**src/hw/csc_pkg.sv**
```systemverilog
// Operation
// - Enable bit 7 low keeps the unit off; high makes it ready.
// - Done flag bit 5 sets on each result; only software clears it.
// - Busy bit 4 reads 1 only while a conversion runs.
// - Busy write 1 starts only in modes 000, 110, 111; 0 does nothing.
// - Comparator enable bit 3 gates the greater-than comparison.
// - Read-only bit 0 shows result above threshold at last compare.
// - Modes 001..100 start on timer 0, 2, 1, 3 overflow; 101 reserved.
// - Mode 000 starts one conversion per busy write of 1.
// - Mode 110 converts one channel continuously after busy write of 1.
// - Mode 111 scans continuously after busy write of 1.
// - Field bits 1:0 picks 1, 4, 8 or 16 samples per result.
// - Result bytes hold the last result and change only on completion.
// - Unused control and config bits read zero, writes ignored.
// - Summed samples divided by count, 16-bit quotient to result.
// - Flag and comparison happen only after the set's last sample.
// - Scan steps channel on each result except one that halts scanning; wraps from last to first.
// - Greater-than during scan halts scanning until busy write of 1.
package csc_pkg;
   localparam logic [7:0] OFF_CONTROL   = 8'h9A;
   localparam logic [7:0] OFF_CONFIG    = 8'h9E;
   localparam logic [7:0] OFF_RES_LOW   = 8'hA9;
   localparam logic [7:0] OFF_RES_HIGH  = 8'hAA;
   localparam logic [7:0] RESET_VALUE   = 8'h00;

   localparam int B_ENABLE   = 7;
   localparam int B_DONE     = 5;
   localparam int B_BUSY     = 4;
   localparam int B_CMP_EN   = 3;
   localparam int B_CMP_FLAG = 0;
   localparam int F_MODE_LO  = 4;
   localparam int F_MODE_HI  = 6;
   localparam int F_ACU_LO   = 0;
   localparam int F_ACU_HI   = 1;

   localparam logic [2:0] M_SW   = 3'h0;
   localparam logic [2:0] M_T0   = 3'h1;
   localparam logic [2:0] M_T2   = 3'h2;
   localparam logic [2:0] M_T1   = 3'h3;
   localparam logic [2:0] M_T3   = 3'h4;
   localparam logic [2:0] M_CONT = 3'h6;
   localparam logic [2:0] M_SCAN = 3'h7;

   localparam logic [1:0] ACU_1  = 2'h0;
   localparam logic [1:0] ACU_4  = 2'h1;
   localparam logic [1:0] ACU_8  = 2'h2;
   localparam logic [1:0] ACU_16 = 2'h3;
   localparam logic [3:0] CNT_1  = 4'h0;
   localparam logic [3:0] CNT_4  = 4'h3;
   localparam logic [3:0] CNT_8  = 4'h7;
   localparam logic [3:0] CNT_16 = 4'hF;
   localparam int SH_1  = 0;
   localparam int SH_4  = 2;
   localparam int SH_8  = 3;
   localparam int SH_16 = 4;

   localparam int SAMPLE_W = 16;
   localparam int SUM_W    = 20;

   typedef struct packed {
      logic [7:0] addr;
      logic       wr;
      logic       rd;
      logic [7:0] wdata;
   } csc_sfr_req_t;

   typedef enum logic [0:0] {
      S_IDLE = 1'b0,
      S_CONV = 1'b1
   } csc_state_t;
endpackage

```
**src/hw/csc_accum.sv**
```systemverilog
`timescale 1ns/1ps
module csc_accum
   import csc_pkg::*;
#(
   parameter int SW = SAMPLE_W,
   parameter int AW = SUM_W
) (
   input  wire logic          sys_clk,
   input  wire logic          reset_n,
   input  wire logic          clear,
   input  wire logic          add,
   input  wire logic [SW-1:0] sample,
   input  wire logic [1:0]    acu_sel,
   output logic               last,
   output logic [SW-1:0]      quot
);
   generate
      if (AW < SW + 4) begin : g_bad_width
         $error("csc_accum: sum too narrow for 16 samples");
      end
   endgenerate

   logic [AW-1:0] sum_q;
   logic [AW-1:0] sum_d;
   logic [3:0]    cnt_q;
   logic [3:0]    target;
   logic [AW-1:0] shifted;

   assign sum_d = sum_q + AW'(sample);

   always_comb begin
      case (acu_sel)
         ACU_1:   target = CNT_1;
         ACU_4:   target = CNT_4;
         ACU_8:   target = CNT_8;
         ACU_16:  target = CNT_16;
         default: target = CNT_1;
      endcase
   end

   assign last = (cnt_q == target);

   always_comb begin
      case (acu_sel)
         ACU_1:   shifted = sum_d >> SH_1;
         ACU_4:   shifted = sum_d >> SH_4;
         ACU_8:   shifted = sum_d >> SH_8;
         ACU_16:  shifted = sum_d >> SH_16;
         default: shifted = sum_d;
      endcase
   end
   assign quot = shifted[SW-1:0];

   always_ff @(posedge sys_clk) begin
      if (!reset_n || clear) begin
         sum_q <= '0;
         cnt_q <= 4'h0;
      end else if (add) begin
         sum_q <= sum_d;
         cnt_q <= cnt_q + 4'h1;
      end
   end
endmodule

```
**src/hw/csc_ctrl.sv**
```systemverilog
`timescale 1ns/1ps
module csc_ctrl
   import csc_pkg::*;
#(
   parameter int CH_W = 5
) (
   input  wire logic               sys_clk,
   input  wire logic               reset_n,
   input  wire csc_sfr_req_t       sfr_req,
   output logic [7:0]              sfr_rdata_q,
   input  wire logic [3:0]         timer_ovf,
   input  wire logic [15:0]        threshold,
   input  wire logic [CH_W-1:0]    scan_first_channel,
   input  wire logic [CH_W-1:0]    scan_last_channel,
   input  wire logic               chan_wr,
   input  wire logic [CH_W-1:0]    chan_wdata,
   input  wire logic               afe_done,
   input  wire logic [15:0]        afe_sample,
   output logic                    unit_enable_q,
   output logic                    afe_start_q,
   output logic                    conv_done_flag_q,
   output logic                    cmp_greater_flag_q,
   output logic [CH_W-1:0]         channel_select_q
);
   generate
      if (CH_W < 1 || CH_W > 8) begin : g_bad_ch
         $error("csc_ctrl: channel width out of range");
      end
   endgenerate

   csc_state_t     state_q;
   logic           cmp_enable_q;
   logic [2:0]     start_mode_select_q;
   logic [1:0]     accum_count_select_q;
   logic           run_q;
   logic           scan_hold_q;
   logic [15:0]    result_q;
   logic           wr_ctl;
   logic           wr_cfg;
   logic           busy_wr1;
   logic           sw_mode;
   logic           cont_mode;
   logic           tmr_hit;
   logic           start_req;
   logic           conv_busy;
   logic           acc_last;
   logic [15:0]    quot;
   logic           load;
   logic           greater;
   logic           advance;

   assign wr_ctl    = sfr_req.wr && (sfr_req.addr == OFF_CONTROL);
   assign wr_cfg    = sfr_req.wr && (sfr_req.addr == OFF_CONFIG);
   assign busy_wr1  = wr_ctl && sfr_req.wdata[B_BUSY];
   assign conv_busy = (state_q == S_CONV);
   assign cont_mode = (start_mode_select_q == M_CONT) ||
                      (start_mode_select_q == M_SCAN);
   assign sw_mode   = (start_mode_select_q == M_SW) || cont_mode;

   // timer source map; overflows are pulses
   always_comb begin
      case (start_mode_select_q)
         M_T0:    tmr_hit = timer_ovf[0];
         M_T2:    tmr_hit = timer_ovf[2];
         M_T1:    tmr_hit = timer_ovf[1];
         M_T3:    tmr_hit = timer_ovf[3];
         default: tmr_hit = 1'b0;
      endcase
   end

   assign start_req = unit_enable_q && !conv_busy &&
                      ((busy_wr1 && sw_mode) || tmr_hit ||
                       (run_q && cont_mode && !scan_hold_q));

   assign load    = conv_busy && afe_done && acc_last && unit_enable_q;
   assign greater = quot > threshold;
   assign advance = load && (start_mode_select_q == M_SCAN) &&
                    !(cmp_enable_q && greater);

   csc_accum #(
      .SW (SAMPLE_W),
      .AW (SUM_W)
   ) u_accum (
      .sys_clk (sys_clk),
      .reset_n (reset_n),
      .clear   (start_req),
      .add     (conv_busy && afe_done),
      .sample  (afe_sample),
      .acu_sel (accum_count_select_q),
      .last    (acc_last),
      .quot    (quot)
   );

   always_ff @(posedge sys_clk) begin
      if (!reset_n) begin
         unit_enable_q <= 1'b0;
         cmp_enable_q  <= 1'b0;
      end else if (wr_ctl) begin
         unit_enable_q <= sfr_req.wdata[B_ENABLE];
         cmp_enable_q  <= sfr_req.wdata[B_CMP_EN];
      end
   end

   always_ff @(posedge sys_clk) begin
      if (!reset_n) begin
         start_mode_select_q  <= 3'h0;
         accum_count_select_q <= 2'h0;
      end else if (wr_cfg) begin
         start_mode_select_q  <= sfr_req.wdata[F_MODE_HI:F_MODE_LO];
         accum_count_select_q <= sfr_req.wdata[F_ACU_HI:F_ACU_LO];
      end
   end

   // conversion sequencer; disable aborts at once
   always_ff @(posedge sys_clk) begin
      if (!reset_n) begin
         state_q <= S_IDLE;
      end else begin
         case (state_q)
            S_IDLE: begin
               if (start_req) begin
                  state_q <= S_CONV;
               end
            end
            S_CONV: begin
               if (!unit_enable_q || load) begin
                  state_q <= S_IDLE;
               end
            end
            default: state_q <= S_IDLE;
         endcase
      end
   end

   always_ff @(posedge sys_clk) begin
      if (!reset_n) begin
         afe_start_q <= 1'b0;
      end else begin
         afe_start_q <= start_req ||
                        (conv_busy && afe_done && !acc_last &&
                         unit_enable_q);
      end
   end

   always_ff @(posedge sys_clk) begin
      if (!reset_n) begin
         run_q <= 1'b0;
      end else if (!unit_enable_q || !cont_mode) begin
         run_q <= 1'b0;
      end else if (busy_wr1) begin
         run_q <= 1'b1;
      end
   end

   always_ff @(posedge sys_clk) begin
      if (!reset_n) begin
         scan_hold_q <= 1'b0;
      end else if (load && start_mode_select_q == M_SCAN &&
                   cmp_enable_q && greater) begin
         scan_hold_q <= 1'b1;
      end else if (busy_wr1) begin
         scan_hold_q <= 1'b0;
      end
   end

   always_ff @(posedge sys_clk) begin
      if (!reset_n) begin
         result_q <= 16'h0000;
      end else if (load) begin
         result_q <= quot;
      end
   end

   // sticky done, set wins over clear
   always_ff @(posedge sys_clk) begin
      if (!reset_n) begin
         conv_done_flag_q <= 1'b0;
      end else if (load) begin
         conv_done_flag_q <= 1'b1;
      end else if (wr_ctl) begin
         conv_done_flag_q <= sfr_req.wdata[B_DONE];
      end
   end

   always_ff @(posedge sys_clk) begin
      if (!reset_n) begin
         cmp_greater_flag_q <= 1'b0;
      end else if (load && cmp_enable_q) begin
         cmp_greater_flag_q <= greater;
      end
   end

   // scan step and wrap; software write wins
   always_ff @(posedge sys_clk) begin
      if (!reset_n) begin
         channel_select_q <= '0;
      end else if (chan_wr) begin
         channel_select_q <= chan_wdata;
      end else if (advance) begin
         if (channel_select_q == scan_last_channel) begin
            channel_select_q <= scan_first_channel;
         end else begin
            channel_select_q <= channel_select_q + CH_W'(1);
         end
      end
   end

   always_ff @(posedge sys_clk) begin
      if (!reset_n || !sfr_req.rd) begin
         sfr_rdata_q <= RESET_VALUE;
      end else begin
         case (sfr_req.addr)
            OFF_CONTROL:  sfr_rdata_q <= {unit_enable_q, 1'b0,
                                          conv_done_flag_q, conv_busy,
                                          cmp_enable_q, 2'b00,
                                          cmp_greater_flag_q};
            OFF_CONFIG:   sfr_rdata_q <= {1'b0, start_mode_select_q,
                                          2'b00, accum_count_select_q};
            OFF_RES_LOW:  sfr_rdata_q <= result_q[7:0];
            OFF_RES_HIGH: sfr_rdata_q <= result_q[15:8];
            default:      sfr_rdata_q <= RESET_VALUE;
         endcase
      end
   end
endmodule

```
**config.mk**
```make
export PLATFORM = sky130hd
export DESIGN_NAME = csc_ctrl
export DESIGN_NICKNAME = d
export VERILOG_FILES = /design/src/hw/csc_pkg.sv /design/src/hw/csc_accum.sv /design/src/hw/csc_ctrl.sv
export SDC_FILE = /design/constraint.sdc
export NUM_CORES = 1
export LEC_CHECK = 0
export BUFFER_PORTS_ARGS = -buffer_cell sky130_fd_sc_hd__buf_4
export CAP_MARGIN = 25
export CELL_PAD_IN_SITES_DETAIL_PLACEMENT = 0
export CELL_PAD_IN_SITES_GLOBAL_PLACEMENT = 1
export CORE_MARGIN = 2
export CORE_UTILIZATION = 45
export CTS_CLUSTER_DIAMETER = 30
export DETAILED_ROUTE_END_ITERATION = 8
export HOLD_SLACK_MARGIN = 0.12
export PLACE_DENSITY = 0.86
export SLEW_MARGIN = 20
export SYNTH_ARGS = -nofsm -noshare
export SYNTH_HDL_FRONTEND = slang
export SYNTH_SLANG_ARGS = --single-unit
```
**constraint.sdc**
```tcl
create_clock -name sys_clk -period 6.3 [get_ports sys_clk]
set_input_delay 0.63 -clock sys_clk [delete_from_list [all_inputs] [get_ports sys_clk]]
set_output_delay 0.63 -clock sys_clk [all_outputs]
set_load 0.005 [all_outputs]
```
==> Yosys cells after proc, flatten, opt, wreduce, memory -nomap -nowiden <==
Index checks and enable logic that the tools add are counted.
{ "totals": {"register_bits": 66, "input_bits": 73, "output_inout_bits": 17, "elab_cells": 92} }
{ "op_classes": {"n_addsub": 3, "n_lt_le_gt_ge": 1, "n_eq_ne": 15, "n_mux": 14, "bitwise": 2, "reduce_logical": 42} }
{ "ops": {"columns": ["op", "count"], "rows": [
  ["$pmux W16 S4", 1],
  ["$eq A8 B8 Y1 const B", 4],
  ["$pmux W8 S4", 1],
  ["$add A20 B16 Y20", 1],
  ["$logic_and A1 B1 Y1", 19],
  ["$gt A16 B16 Y1", 1],
  ["$pmux W4 S4", 1],
  ["$mux W5", 3],
  ["$eq A3 B3 Y1 const B", 3],
  ["$logic_or A1 B1 Y1", 9],
  ["$logic_not A1 Y1", 8],
  ["$eq A3 B2 Y1 const B", 2],
  ["$mux W1", 6],
  ["$reduce_bool A2 Y1", 3],
  ["$add A5 B1 Y5 const B", 1],
  ["$eq A5 B5 Y1", 1],
  ["$add A4 B1 Y4 const B", 1],
  ["$eq A2 B2 Y1 const B", 2],
  ["$eq A4 B4 Y1", 1],
  ["$pmux W1 S4", 1],
  ["$eq A3 B1 Y1 const B", 1],
  ["$logic_not A3 Y1", 1],
  ["$eq A2 B1 Y1 const B", 1],
  ["$logic_not A2 Y1", 1],
  ["3 further kinds", 4]
]} }

==> Depth between registers and ports, before layout <==
Gate-level depths: netlist (run 1).
{ "depth": {"ltp_word": 9, "depth_mapped": 18} }

==> Cells and area by module <==
From an unflattened synthesis (run 1), not the netlist that was laid out.
{ "unflattened": {"cells_unflattened": 551, "hier_area_um2": 4669.5} }
{ "by_module_without_submodules": {"columns": ["module", "n_inst", "cells_each", "area_each_um2", "seq_area_each_um2"], "rows": [
  ["csc_ctrl", 1, 301, 2463.6, 840.8],
  ["csc_accum", 1, 250, 2205.9, 480.5]
]} }

==> Worst setup path before layout (run 1) <==
Ideal clock, no wire load.
{ "synth_timing": {"kind": "input port to flip-flop", "startpoint": "input port afe_sample[0]", "endpoint": "register channel_select_q[0]", "t_arrival_ns": 4.109, "setup_slack_ns": 2.067, "cell_stages": 17, "n_path_buf": 0, "path_cell_list": "ha_1 inv_1 fa_1 nand2b_1 a21oi_2 o21ai_1 a311o_1 mux2_2 a221oi_2 ha_1 a21o_1 a21oi_1 o211a_1 o311a_1 and4_1 or2_2 mux2i_1"} }
{ "synth_via": {"elab_chain_len": 7} }
{ "synth_lines": {"columns": ["element", "line_no", "text"], "rows": [
  ["start, declared", "csc_ctrl.sv:18", "input wire logic [15:0] afe_sample,"],
  ["$add A20 B16 Y20", "csc_accum.sv:29", "assign sum_d = sum_q + AW'(sample);"],
  ["$pmux W16 S4", "csc_accum.sv:44", "case (acu_sel)"],
  ["via quot[9]", "csc_ctrl.sv:47", "logic [15:0] quot;"],
  ["$gt A16 B16 Y1", "csc_ctrl.sv:76", "assign greater = quot > threshold;"],
  ["$logic_and A1 B1 Y1", "csc_ctrl.sv:78", "!(cmp_enable_q && greater);"],
  ["$logic_not A1 Y1", "csc_ctrl.sv:78", null],
  ["$logic_and A1 B1 Y1", "csc_ctrl.sv:77", "assign advance = load && (start_mode_select_q == M_SCAN) &&"],
  ["$reduce_bool A2 Y1 (no source line)", null, null],
  ["end signal, assigned", "csc_ctrl.sv:198", "channel_select_q <= chan_wdata;"],
  ["end signal, assigned", "csc_ctrl.sv:201", "channel_select_q <= scan_first_channel;"],
  ["end signal, assigned", "csc_ctrl.sv:203", "channel_select_q <= channel_select_q + CH_W'(1);"],
  ["end, declared", "csc_ctrl.sv:23", "output logic [CH_W-1:0] channel_select_q"]
]} }
The timed path passes the listed nets, and every way through them passes these cells.
A chain may end at the register's enable or synchronous reset.

==> Worst setup path after layout (run 1) <==
{ "layout_timing": {"startpoint": "input port afe_sample[0]", "endpoint": "register channel_select_q[3]"} }
The elaborated chain is that of the path after synthesis.

==> results, run 1 <==
- The H-tree depth is 3.
- For this run, the number of standard cells in the final layout without fillers is about 820.
- The total count of max-transition violations in the final report is 0.
- The number of nets in the synthesized netlist is slightly above 700.
- The worst hold path terminates at run_q$_SDFFE_PP0P_.
- The number of global-route vias before repair came to approximately 4400.
- The remaining design rule violation count is 0.
- The number of instances in the synthesized netlist is 600.
- The worst hold path passes through 2 cells.
- The total internal power is between 0.6 and 0.7 mW.
- The max-capacitance violation count is 0.
- The starting density of the core is 46.60%.
- The overall overflow remaining after global route is 0.
- The warning count from the yosys run is 0.
- TritonCTS built the clock tree.
- In this run, flip-flops and latches consume between 40% and 50% of the power.
- The setup total negative slack is 0 ns.
- Counting distinct cell types in the post-synthesis netlist gives 73.
- The transition time of the tightest slew-check pin is 0.9872 ns.
- The floorplan step defined a die boundary enclosing around 12000 um^2.
- In the final layout, the share of cells above drive strength 1 is just under 20%.
- Of all nets on the critical path, the largest fanout is 5.
- The synthesized design contains 66 register bits.
- The antenna violation net count after detailed routing is 0.
- The maximum vdd drop is approximately 0.074 mV.
- Combinational logic is responsible for ~15% of the overall power.
- The per-instance average area after synthesis is roughly 8 um^2.
- Measured along the x axis, the die boundary spans ~110 um.
- The most used flip-flop cell after synthesis is dfxtp_1.
- The sequential element share of the synthesized area is between 20% and 30%.
- The number of endpoints with negative hold slack in the final report is 0.
- The netlist area before placement is 4832 um^2.
- Measured along the y axis, the die boundary spans about 110 um.
- In this run the post-CTS setup repair buffer count came out at 0.
- The area growth from synthesis to layout is 18.44%.
- The weighted congestion at the end of routability-driven global placement is 0.8843.
- The synthesized design contains 0 enable-type register cells.
- The startpoint-to-endpoint class of the critical path is input pin to register.
- The number of detailed-routing iterations run before antenna repair is 5.
- The setup slack on the worst flop-to-flop path is 1.84 ns.
- The sort of element at the start of the critical path is an input pin.
- The first global-routing pass estimated 21.22 mm of wire.
- For this block, the via count after detailed routing is 4658.
- The routed design has approximately 13 mm of wire.
- The final critical path takes up a little under three quarters of the cycle.
- The flow ran to the end, and the final reports show no timing, DRC or antenna violations.
- The startpoint identified for the worst register-to-register timing path is u_accum.sum_q[0]$_SDFFE_PP0P_.
- After the first detailed-routing iteration, the DRC count stood at between 300 and 400.
- The count of boundary I/O pins is 90.
- The filler cell count in the final layout is roughly 1000.
- The per-cell routed wire length is ~16 um.
- The switching part of the total power is 28.38%.
- Data on the critical path arrives at its endpoint at around 4.8 ns.
- After floorplanning, the core was sized to cover 10370 um^2.
- The initial antenna violation count is 0.
- The number of antenna diodes in the final layout is 0.
- In this run the tool buffered the top-level ports with 88 buffer cells.
- The clock power share is around 37%.
- The post-cts resize count is 0.
- The cell depth of the worst flop-to-flop path is 17.
- Including well taps, the total number of placed cells is about 800.
- The number of buffers created by CTS is 9.
- After clock tree synthesis, the clock-pin slew on the worst setup and hold paths is roughly 0.08 ns.
- Summed over all nets, the switching power comes to 0.2494 mW.
- Setup repair after global routing left no endpoint under its margin.
- The relative slew slack is between 30% and 40%.
- The minimum clock period after layout is 4.475 ns.
- The number of sinks driven by the clock tree is 66.
- The leakage dissipation is about 2.4 nW.
- No sink is reached through more buffers than the 2 on the longest clock path.
- The clock arrives with approximately 0.013 ns of skew.
- The half-perimeter wire length of the detailed placement result is around 10 mm.
- The proportion of synthesized flip-flops having asynchronous set or reset is 0%.
- In this run the worst hold path is classified as register to register.
- For this design, the CTS-stage hold fixing added 0 buffers.
- For this run, the total global-route usage over all layers was measured as 22.89%.
- The cell row count is 37.
- STA classifies the critical path endpoint as a register.
- In this run the most critical hold path is launched from run_q$_SDFFE_PP0P_.
- The net count reported at finish is 782.
- The root buffer cell chosen for the clock tree is clkbuf_8.
- Entering global routing, the biggest net connects 29 pins.
- The endpoint required time on the critical path is 6.58 ns.
- Based on the critical path, the design can be clocked at up to between 200 and 250 MHz.
- The clock latency at the later pin of the worst-skew pair is 0.36 ns.
- The average vias per placed instance is ~5.7.
- The critical register-to-register path endpoint is channel_select_q[3]$_SDFFE_PN0P_.
- The areal power density over the cells is around 150 nW/um^2.
- Setup violations remaining at the end of the flow were counted as 0.
## synthesized netlist by cell type (4+ instances only)
library cell | instances | area share [%]
nand2_1 | 90 | 7.0
dfxtp_1 | 66 | 27
nor2_1 | 58 | 4.5
a21oi_1 | 48 | 5.0
ha_1 | 34 | 8.8
inv_1 | 33 | 2.6
o21ai_0 | 19 | 2.0
nand3_1 | 17 | 1.8
xnor2_1 | 17 | 3.1
clkbuf_1 | 16 | 1.2
mux2i_1 | 15 | 3.1
xor2_1 | 13 | 2.4
nor3_1 | 11 | 1.1
a22oi_1 | 9 | 1.4
mux4_2 | 9 | 4.2
o211ai_1 | 9 | 1.4
nand4_1 | 8 | 1.0
a211oi_1 | 7 | 1.1
and2_1 | 7 | 0.91
o21a_1 | 6 | 0.93
a21o_1 | 5 | 0.78
and3_1 | 5 | 0.65
nand2b_1 | 5 | 0.65
o221ai_1 | 5 | 0.91
a31oi_1 | 4 | 0.52
buf_1 | 4 | 0.31
buf_6 | 4 | 0.93
nor2b_1 | 4 | 0.52
o21ai_1 | 4 | 0.41
o2bb2ai_1 | 4 | 0.72
o31ai_1 | 4 | 0.62
## registers in the layout, summed over array words and instances (netlist names)
signal and cells:
accum_count_select_q 2, afe_start_q 1, channel_select_q 5, cmp_enable_q 1, cmp_greater_flag_q 1, conv_busy 1, conv_done_flag_q 1, result_q 16
run_q 1, scan_hold_q 1, sfr_rdata_q 8, start_mode_select_q 3, u_accum.cnt_q 4, u_accum.sum_q 20, unit_enable_q 1
## worst max path at each step
| stage | start | end |
|---|---|---|
| after CTS | u_accum.sum_q[0]$_SDFFE_PP0P_ | channel_select_q[3]$_SDFFE_PN0P_ |
| after global placement | afe_sample[0] | channel_select_q[0]$_SDFFE_PN0P_ |
| after floorplan | afe_sample[0] | channel_select_q[0]$_SDFFE_PN0P_ |
| after detailed placement | afe_sample[0] | channel_select_q[3]$_SDFFE_PN0P_ |
| after global routing | u_accum.sum_q[0]$_SDFFE_PP0P_ | channel_select_q[4]$_SDFFE_PN0P_ |
| final | afe_sample[0] | channel_select_q[3]$_SDFFE_PN0P_ |
## area by class of cell
type / instances / area, um^2 / share of cell area (%)
multi-input combinational: 472 / 3239 / 56.60
sequential: 66 / 1321 / 23.09
timing repair buffer: 92 / 698.2 / 12.20
tap: 136 / 170.2 / 2.973
clock buffer: 10 / 127.6 / 2.230
inverter: 33 / 123.9 / 2.164
clock inverter: 6 / 42.54 / 0.7433
## cell usage in the layout (no fill, tap or decap), types with 3 or more instances in the layout
cell type,instances
nand2_1,90
mux2_2,3
o221ai_1,5
a21oi_1,48
inv_1,33
o2bb2ai_1,4
dfxtp_1,66
nand4_1,8
o211a_1,3
nand3_1,17
o21a_1,6
nor2b_1,4
o21ai_0,19
nand2b_1,5
and3_1,5
mux2i_1,15
nor3_1,11
a211oi_1,7
a222oi_1,3
xor2_1,13
clkbuf_8,9
mux4_2,9
a31oi_1,4
and2_1,7
o211ai_1,9
a21o_1,5
xnor2_1,17
o21ai_1,4
a22oi_1,9
o31ai_1,4
or3_1,3
nor2_1,58
ha_1,34
buf_4,91
## logic make-up (layout without fill, tap and decap cells)
| logic type | Yosys count | count (layout) | share of synthesized area [%] |
|---|---|---|---|
| flops | 66 | 66 | 27.34 |
| mux | 28 | 28 | 8.467 |
| fa+ha+maj | 35 | 35 | 9.218 |
| xor+xnor | 30 | 30 | 5.438 |
| compound gates | 154 | 154 | 22.03 |
| simple gates | 225 | 225 | 21.88 |
| buf+inv | 62 | 141 | 5.619 |
## worst max-delay path, stage by stage
cell	delay, ns
buf_4	0.08
ha_1	0.18
inv_1	0.06
fa_1	0.40
nand2b_1	0.20
a21oi_2	0.23
o21ai_1	0.16
a32o_1	0.26
xnor2_1	0.44
o21ai_0	0.22
nor3_1	0.29
ha_1	0.21
nand2_1	0.07
o211a_1	0.22
o311a_1	0.33
and4_1	0.26
or2_2	0.37
o21ai_0	0.17
## metal layers
layer  vias to the layer above  global-route usage, %  wire length [um]
li1                       2310                      -                 -
met4                         0                  6.319               163
met3                        12                  3.511               658
met2                       123                  39.13              6285
met5                         -                      0                 0
met1                      2213                  29.94              5900
## per-stage QoR
stage	instance area (um^2)	hold slack (ns)	power (mW)	utilization, %	worst slack, ns
after CTS	5708	0.4565	0.8877	55.04	1.837
final	5723	0.4573	0.8790	55.19	1.825
after floorplan	4832	0.4228	0.5059	-	2.067
after global routing	5723	0.4821	0.9153	55.19	1.499
after global placement	5538	0.4313	0.5587	53.40	1.564
after detailed placement	5538	0.4459	0.5628	53.40	1.494
## power groups by stage
stage | Sequential, mW | Clock [mW] | Combinational [mW]
floorplan | 0.432 | 0 | 0.0742
global placement | 0.432 | 0 | 0.127
detailed placement | 0.432 | 0 | 0.131
CTS | 0.422 | 0.334 | 0.131
global route | 0.423 | 0.346 | 0.146
finish | 0.422 | 0.325 | 0.132
(Power assumes the default switching activity.)
==> run 2: changes to the inputs <==
CORE_UTILIZATION = 42   (was 45)
PLACE_DENSITY = 0.81   (was 0.86)
clock period = 4.22 ns   (was 6.3 ns; I/O delays follow)
==> results, run 2 (synthesized netlist as in run 1, its figures left out) <==
- The run finished with clean final reports.
- The floorplan step defined a core boundary enclosing 11320 um^2.
- The count of nets left with antenna violations once routing finished came out at 0.
- The worst register-to-register path begins at u_accum.sum_q[0]$_SDFFE_PP0P_.
- The startpoint-to-endpoint class of the critical path is register to register.
- In this run the deepest clock path goes through 2 buffers.
- Traced cell by cell, the critical path runs through ha_4 -> inv_1 -> fa_2 -> nand2b_4 -> a21oi_4 -> o21ai_2 -> a311o_1 -> mux2_4 -> a221oi_4 -> ha_1 -> a21o_1 -> a21oi_1 -> o211a_1 -> o311a_1 -> and4_4 -> buf_4 -> o221ai_1 -> o21ai_1.
- Tracing the worst setup path back leads to its startpoint at u_accum.sum_q[0]$_SDFFE_PP0P_.
- The largest fanout on the critical path is 4.
- The internal power of the cells totals between 1 and 1.5 mW.
- The number of DRC markers after the initial detailed-route iteration is around 260.
- The register name with the most flops is u_accum.sum_q.
- The cell count after placement is 845.
- The worst register-to-register path ends at channel_select_q[3]$_SDFFE_PN0P_.
- The clock latency at the later pin of the worst-skew pair is around 0.33 ns.
- STA classifies the critical path endpoint as a register.
- In the layout the commonest cells are 134 x buf_4, 90 x nand2_1, 65 x dfxtp_1.
- The CTS clock-pin slew for the worst setup and hold paths is 0.06 ns.
- The endpoint required time on the critical path is about 4.4 ns.
- The overall overflow remaining after global route is 0.
- After layout, the minimum clock period comes to 3.986 ns.
- The H-tree generated during clock tree synthesis spans 3 levels.
- IR analysis of the VDD net gives a maximum drop of 0.1282 mV.
- The count of buffering cells on the critical path with inverters included is 2.
- The root buffer selected by CTS is clkbuf_16.
- The delay of the slowest cell on the worst path is 0.40 ns.
- The initial antenna violation count was 0.
- The net count reported at finish is roughly 830.
- Once the floorplan was initialized, standard cells occupied a little over two fifths of the core.
- In this run, the combinational gates consume between 10 and 15% of the power.
- Fill cells in the final layout number between 1000 and 1500.
- The setup clock skew after layout is a little under 0.004 ns.
- In the final layout, the share of cells above drive strength 1 is between 20% and 30%.
- The setup slack on the worst flop-to-flop path is approximately 0.23 ns.
- The per-cell routed wire length is between 15 and 20 um.
- The vertical die dimension is between 100 and 150 um.
- The die covers roughly 12000 um^2.
- After detailed routing, the number of remaining DRC violations is 0.
- The area growth from synthesis to final layout is 29.16%.
- The average vias per placed instance is approximately 5.5.
- The flip-flop count of the largest register, all copies and words added is 20.
- The highest clock rate is around 250 MHz.
- Measured along the x axis, the die boundary spans 111.3 um.
- Across every metal layer, demand over resource in global routing totals ~22%.
- The cell row count is 39.
- The pre-antenna-repair detailed-routing pass consisted of 4 iterations.
- The number of non-filler instances in the completed layout is around 870.
- Among all stages on the critical path, the largest delay is contributed by a311o_1.
- The number of endpoints with negative hold slack in the final report is 0.
- The count of boundary I/O pins is 90.
- Data on the critical path arrives at its endpoint at roughly 4.2 ns.
- Clock tree synthesis found a total of 66 sinks.
- The total count of max-transition violations in the final report is 0.
- The worst path uses a little over nine tenths of the clock period.
- The first global-routing pass estimated around 22 mm of wire.
- Of the total power, the share spent switching nets is 25.94%.
- Headroom to the max-slew limit came out at 33.68%.
- The worst hold path begins at sfr_req[0].
- For this design the total switching power over the nets is roughly 0.4 mW.
- The clock power share is between 40% and 50%.
- The transition time of the tightest slew-check pin is approximately 1 ns.
- The worst hold path terminates at accum_count_select_q[0]$_SDFFE_PN0P_.
- The routed design has 13.16 mm of wire.
- The areal power density over the cells is 246.6 nW/um^2.
- The number of global-route vias before repair is around 4700.
- The count of inserted antenna diode cells is 0.
- In the final layout, the registers with the most flip-flops are u_accum.sum_q: 20 flops, result_q: 16 flops, sfr_rdata_q: 8 flops.
- Max-cap violations in this run came to 0.
- The least setup slack across all paths after layout is 0.2339 ns.
- STA classifies the critical path startpoint as a register.
- TritonCTS built the clock tree.
- The count of input and output buffers is 88.
- The leakage dissipation is between 2 and 3 nW.
- After clock tree synthesis, the flow added hold-fix buffers numbering 0.
- Broken down by cell family, the worst path's largest delay share belongs to compound AO/OA/AOI/OAI gates.
- The weighted congestion at the end of routability-driven global placement is around 0.90.
- The worst setup slack before clock tree synthesis is -0.1288 ns.
- The worst hold path stage count is 3.
- The number of buffers created by CTS is 9.
- The number of cells on the worst reg-to-reg path is 18.
- The power share of the sequential group is 41.0%.
- The maximum number of pins on one net before global-route repair is 29.
- The number of setup violations in the final report is 0.
- The library cell used most frequently in the layout, excluding fill and tap cells, is buf_4.
- The total number of vias is approximately 4800.
- In this run the worst hold path is classified as input pin to register.
- The wire-length estimate of the detail-placed layout is between 10 and 15 mm.
run 2: cell count changes in the layout (fill, tap and decap cells not counted), moves of 2 or more:
cell | before | now
buf_4 | 91 | 134
clkbuf_16 | 0 | 9
clkbuf_8 | 9 | 0
o21ai_0 | 19 | 15
o21ai_1 | 4 | 6
o21ai_2 | 0 | 2
run 2: power groups by stage:
| stage | Clock, mW | Sequential, mW | Combinational (mW) |
|---|---|---|---|
| detailed placement | 0 | 0.645 | 0.211 |
| CTS | 0.702 | 0.632 | 0.213 |
| finish | 0.689 | 0.632 | 0.218 |
| floorplan | 0 | 0.644 | 0.111 |
| global placement | 0 | 0.645 | 0.207 |
| global route | 0.732 | 0.632 | 0.242 |
run 2: worst max path at each step:
stage / endpoint / slack [ns] / cells past startpoint
floorplan: channel_select_q[0]$_SDFFE_PN0P_ / 0.20 / 17
global placement: channel_select_q[0]$_SDFFE_PN0P_ / -0.04 / 18
detailed placement: channel_select_q[2]$_SDFFE_PN0P_ / -0.13 / 18
CTS: channel_select_q[2]$_SDFFE_PN0P_ / 0.03 / 17
global route: channel_select_q[3]$_SDFFE_PN0P_ / -0.02 / 18
finish: channel_select_q[3]$_SDFFE_PN0P_ / 0.23 / 18
run 2: per-layer routing:
metal	vias up	track usage, %	routed length [um]
met5	-	0	0
met4	0	5.267	208
met3	19	4.866	741
met2	131	36.71	6277
met1	2250	27.86	5930
li1	2396	-	-
run 2: through the flow:
stage	area, um^2	power [mW]	hold WS [ns]	util [%]	TNS, ns
CTS	6128	1.546	0.3163	54.13	0
finish	6241	1.539	0.3218	55.13	0
global route	6241	1.605	0.3204	55.13	-0.03279
floorplan	4832	0.7552	0.4228	-	0
global placement	5847	0.8518	0.4326	51.65	-0.09905
detailed placement	5847	0.8566	0.4485	51.65	-0.5682
run 2: worst reg2reg max path, stage by stage (launching register included):
cell and delay (ns):
dfxtp_2 0.35, ha_4 0.14, inv_1 0.05, fa_2 0.34
nand2b_4 0.16, a21oi_4 0.16, o21ai_2 0.08, a311o_1 0.40
mux2_4 0.33, a221oi_4 0.28, ha_1 0.20, a21o_1 0.12
a21oi_1 0.06, o211a_1 0.25, o311a_1 0.34, and4_4 0.20
buf_4 0.14, o221ai_1 0.18, o21ai_1 0.08
run 2: area by class of cell:
| cell class | count | area, um^2 | share of cell area (%) |
|---|---|---|---|
| well taps | 143 | 178.9 | 2.867 |
| repair buffers | 135 | 1021 | 16.36 |
| multi-input cells | 472 | 3324 | 53.27 |
| clock inverters | 6 | 41.29 | 0.6616 |
| flip-flops and latches | 66 | 1323 | 21.19 |
| inverters | 33 | 123.9 | 1.985 |
| clock buffers | 10 | 229.0 | 3.669 |
run 2: timing repair:
item / CTS / global route
pin swaps: 0 / 6
buffers inserted: 0 / 3
gates resized for setup: 1 / 20
endpoints found under the setup margin: 1 / 7
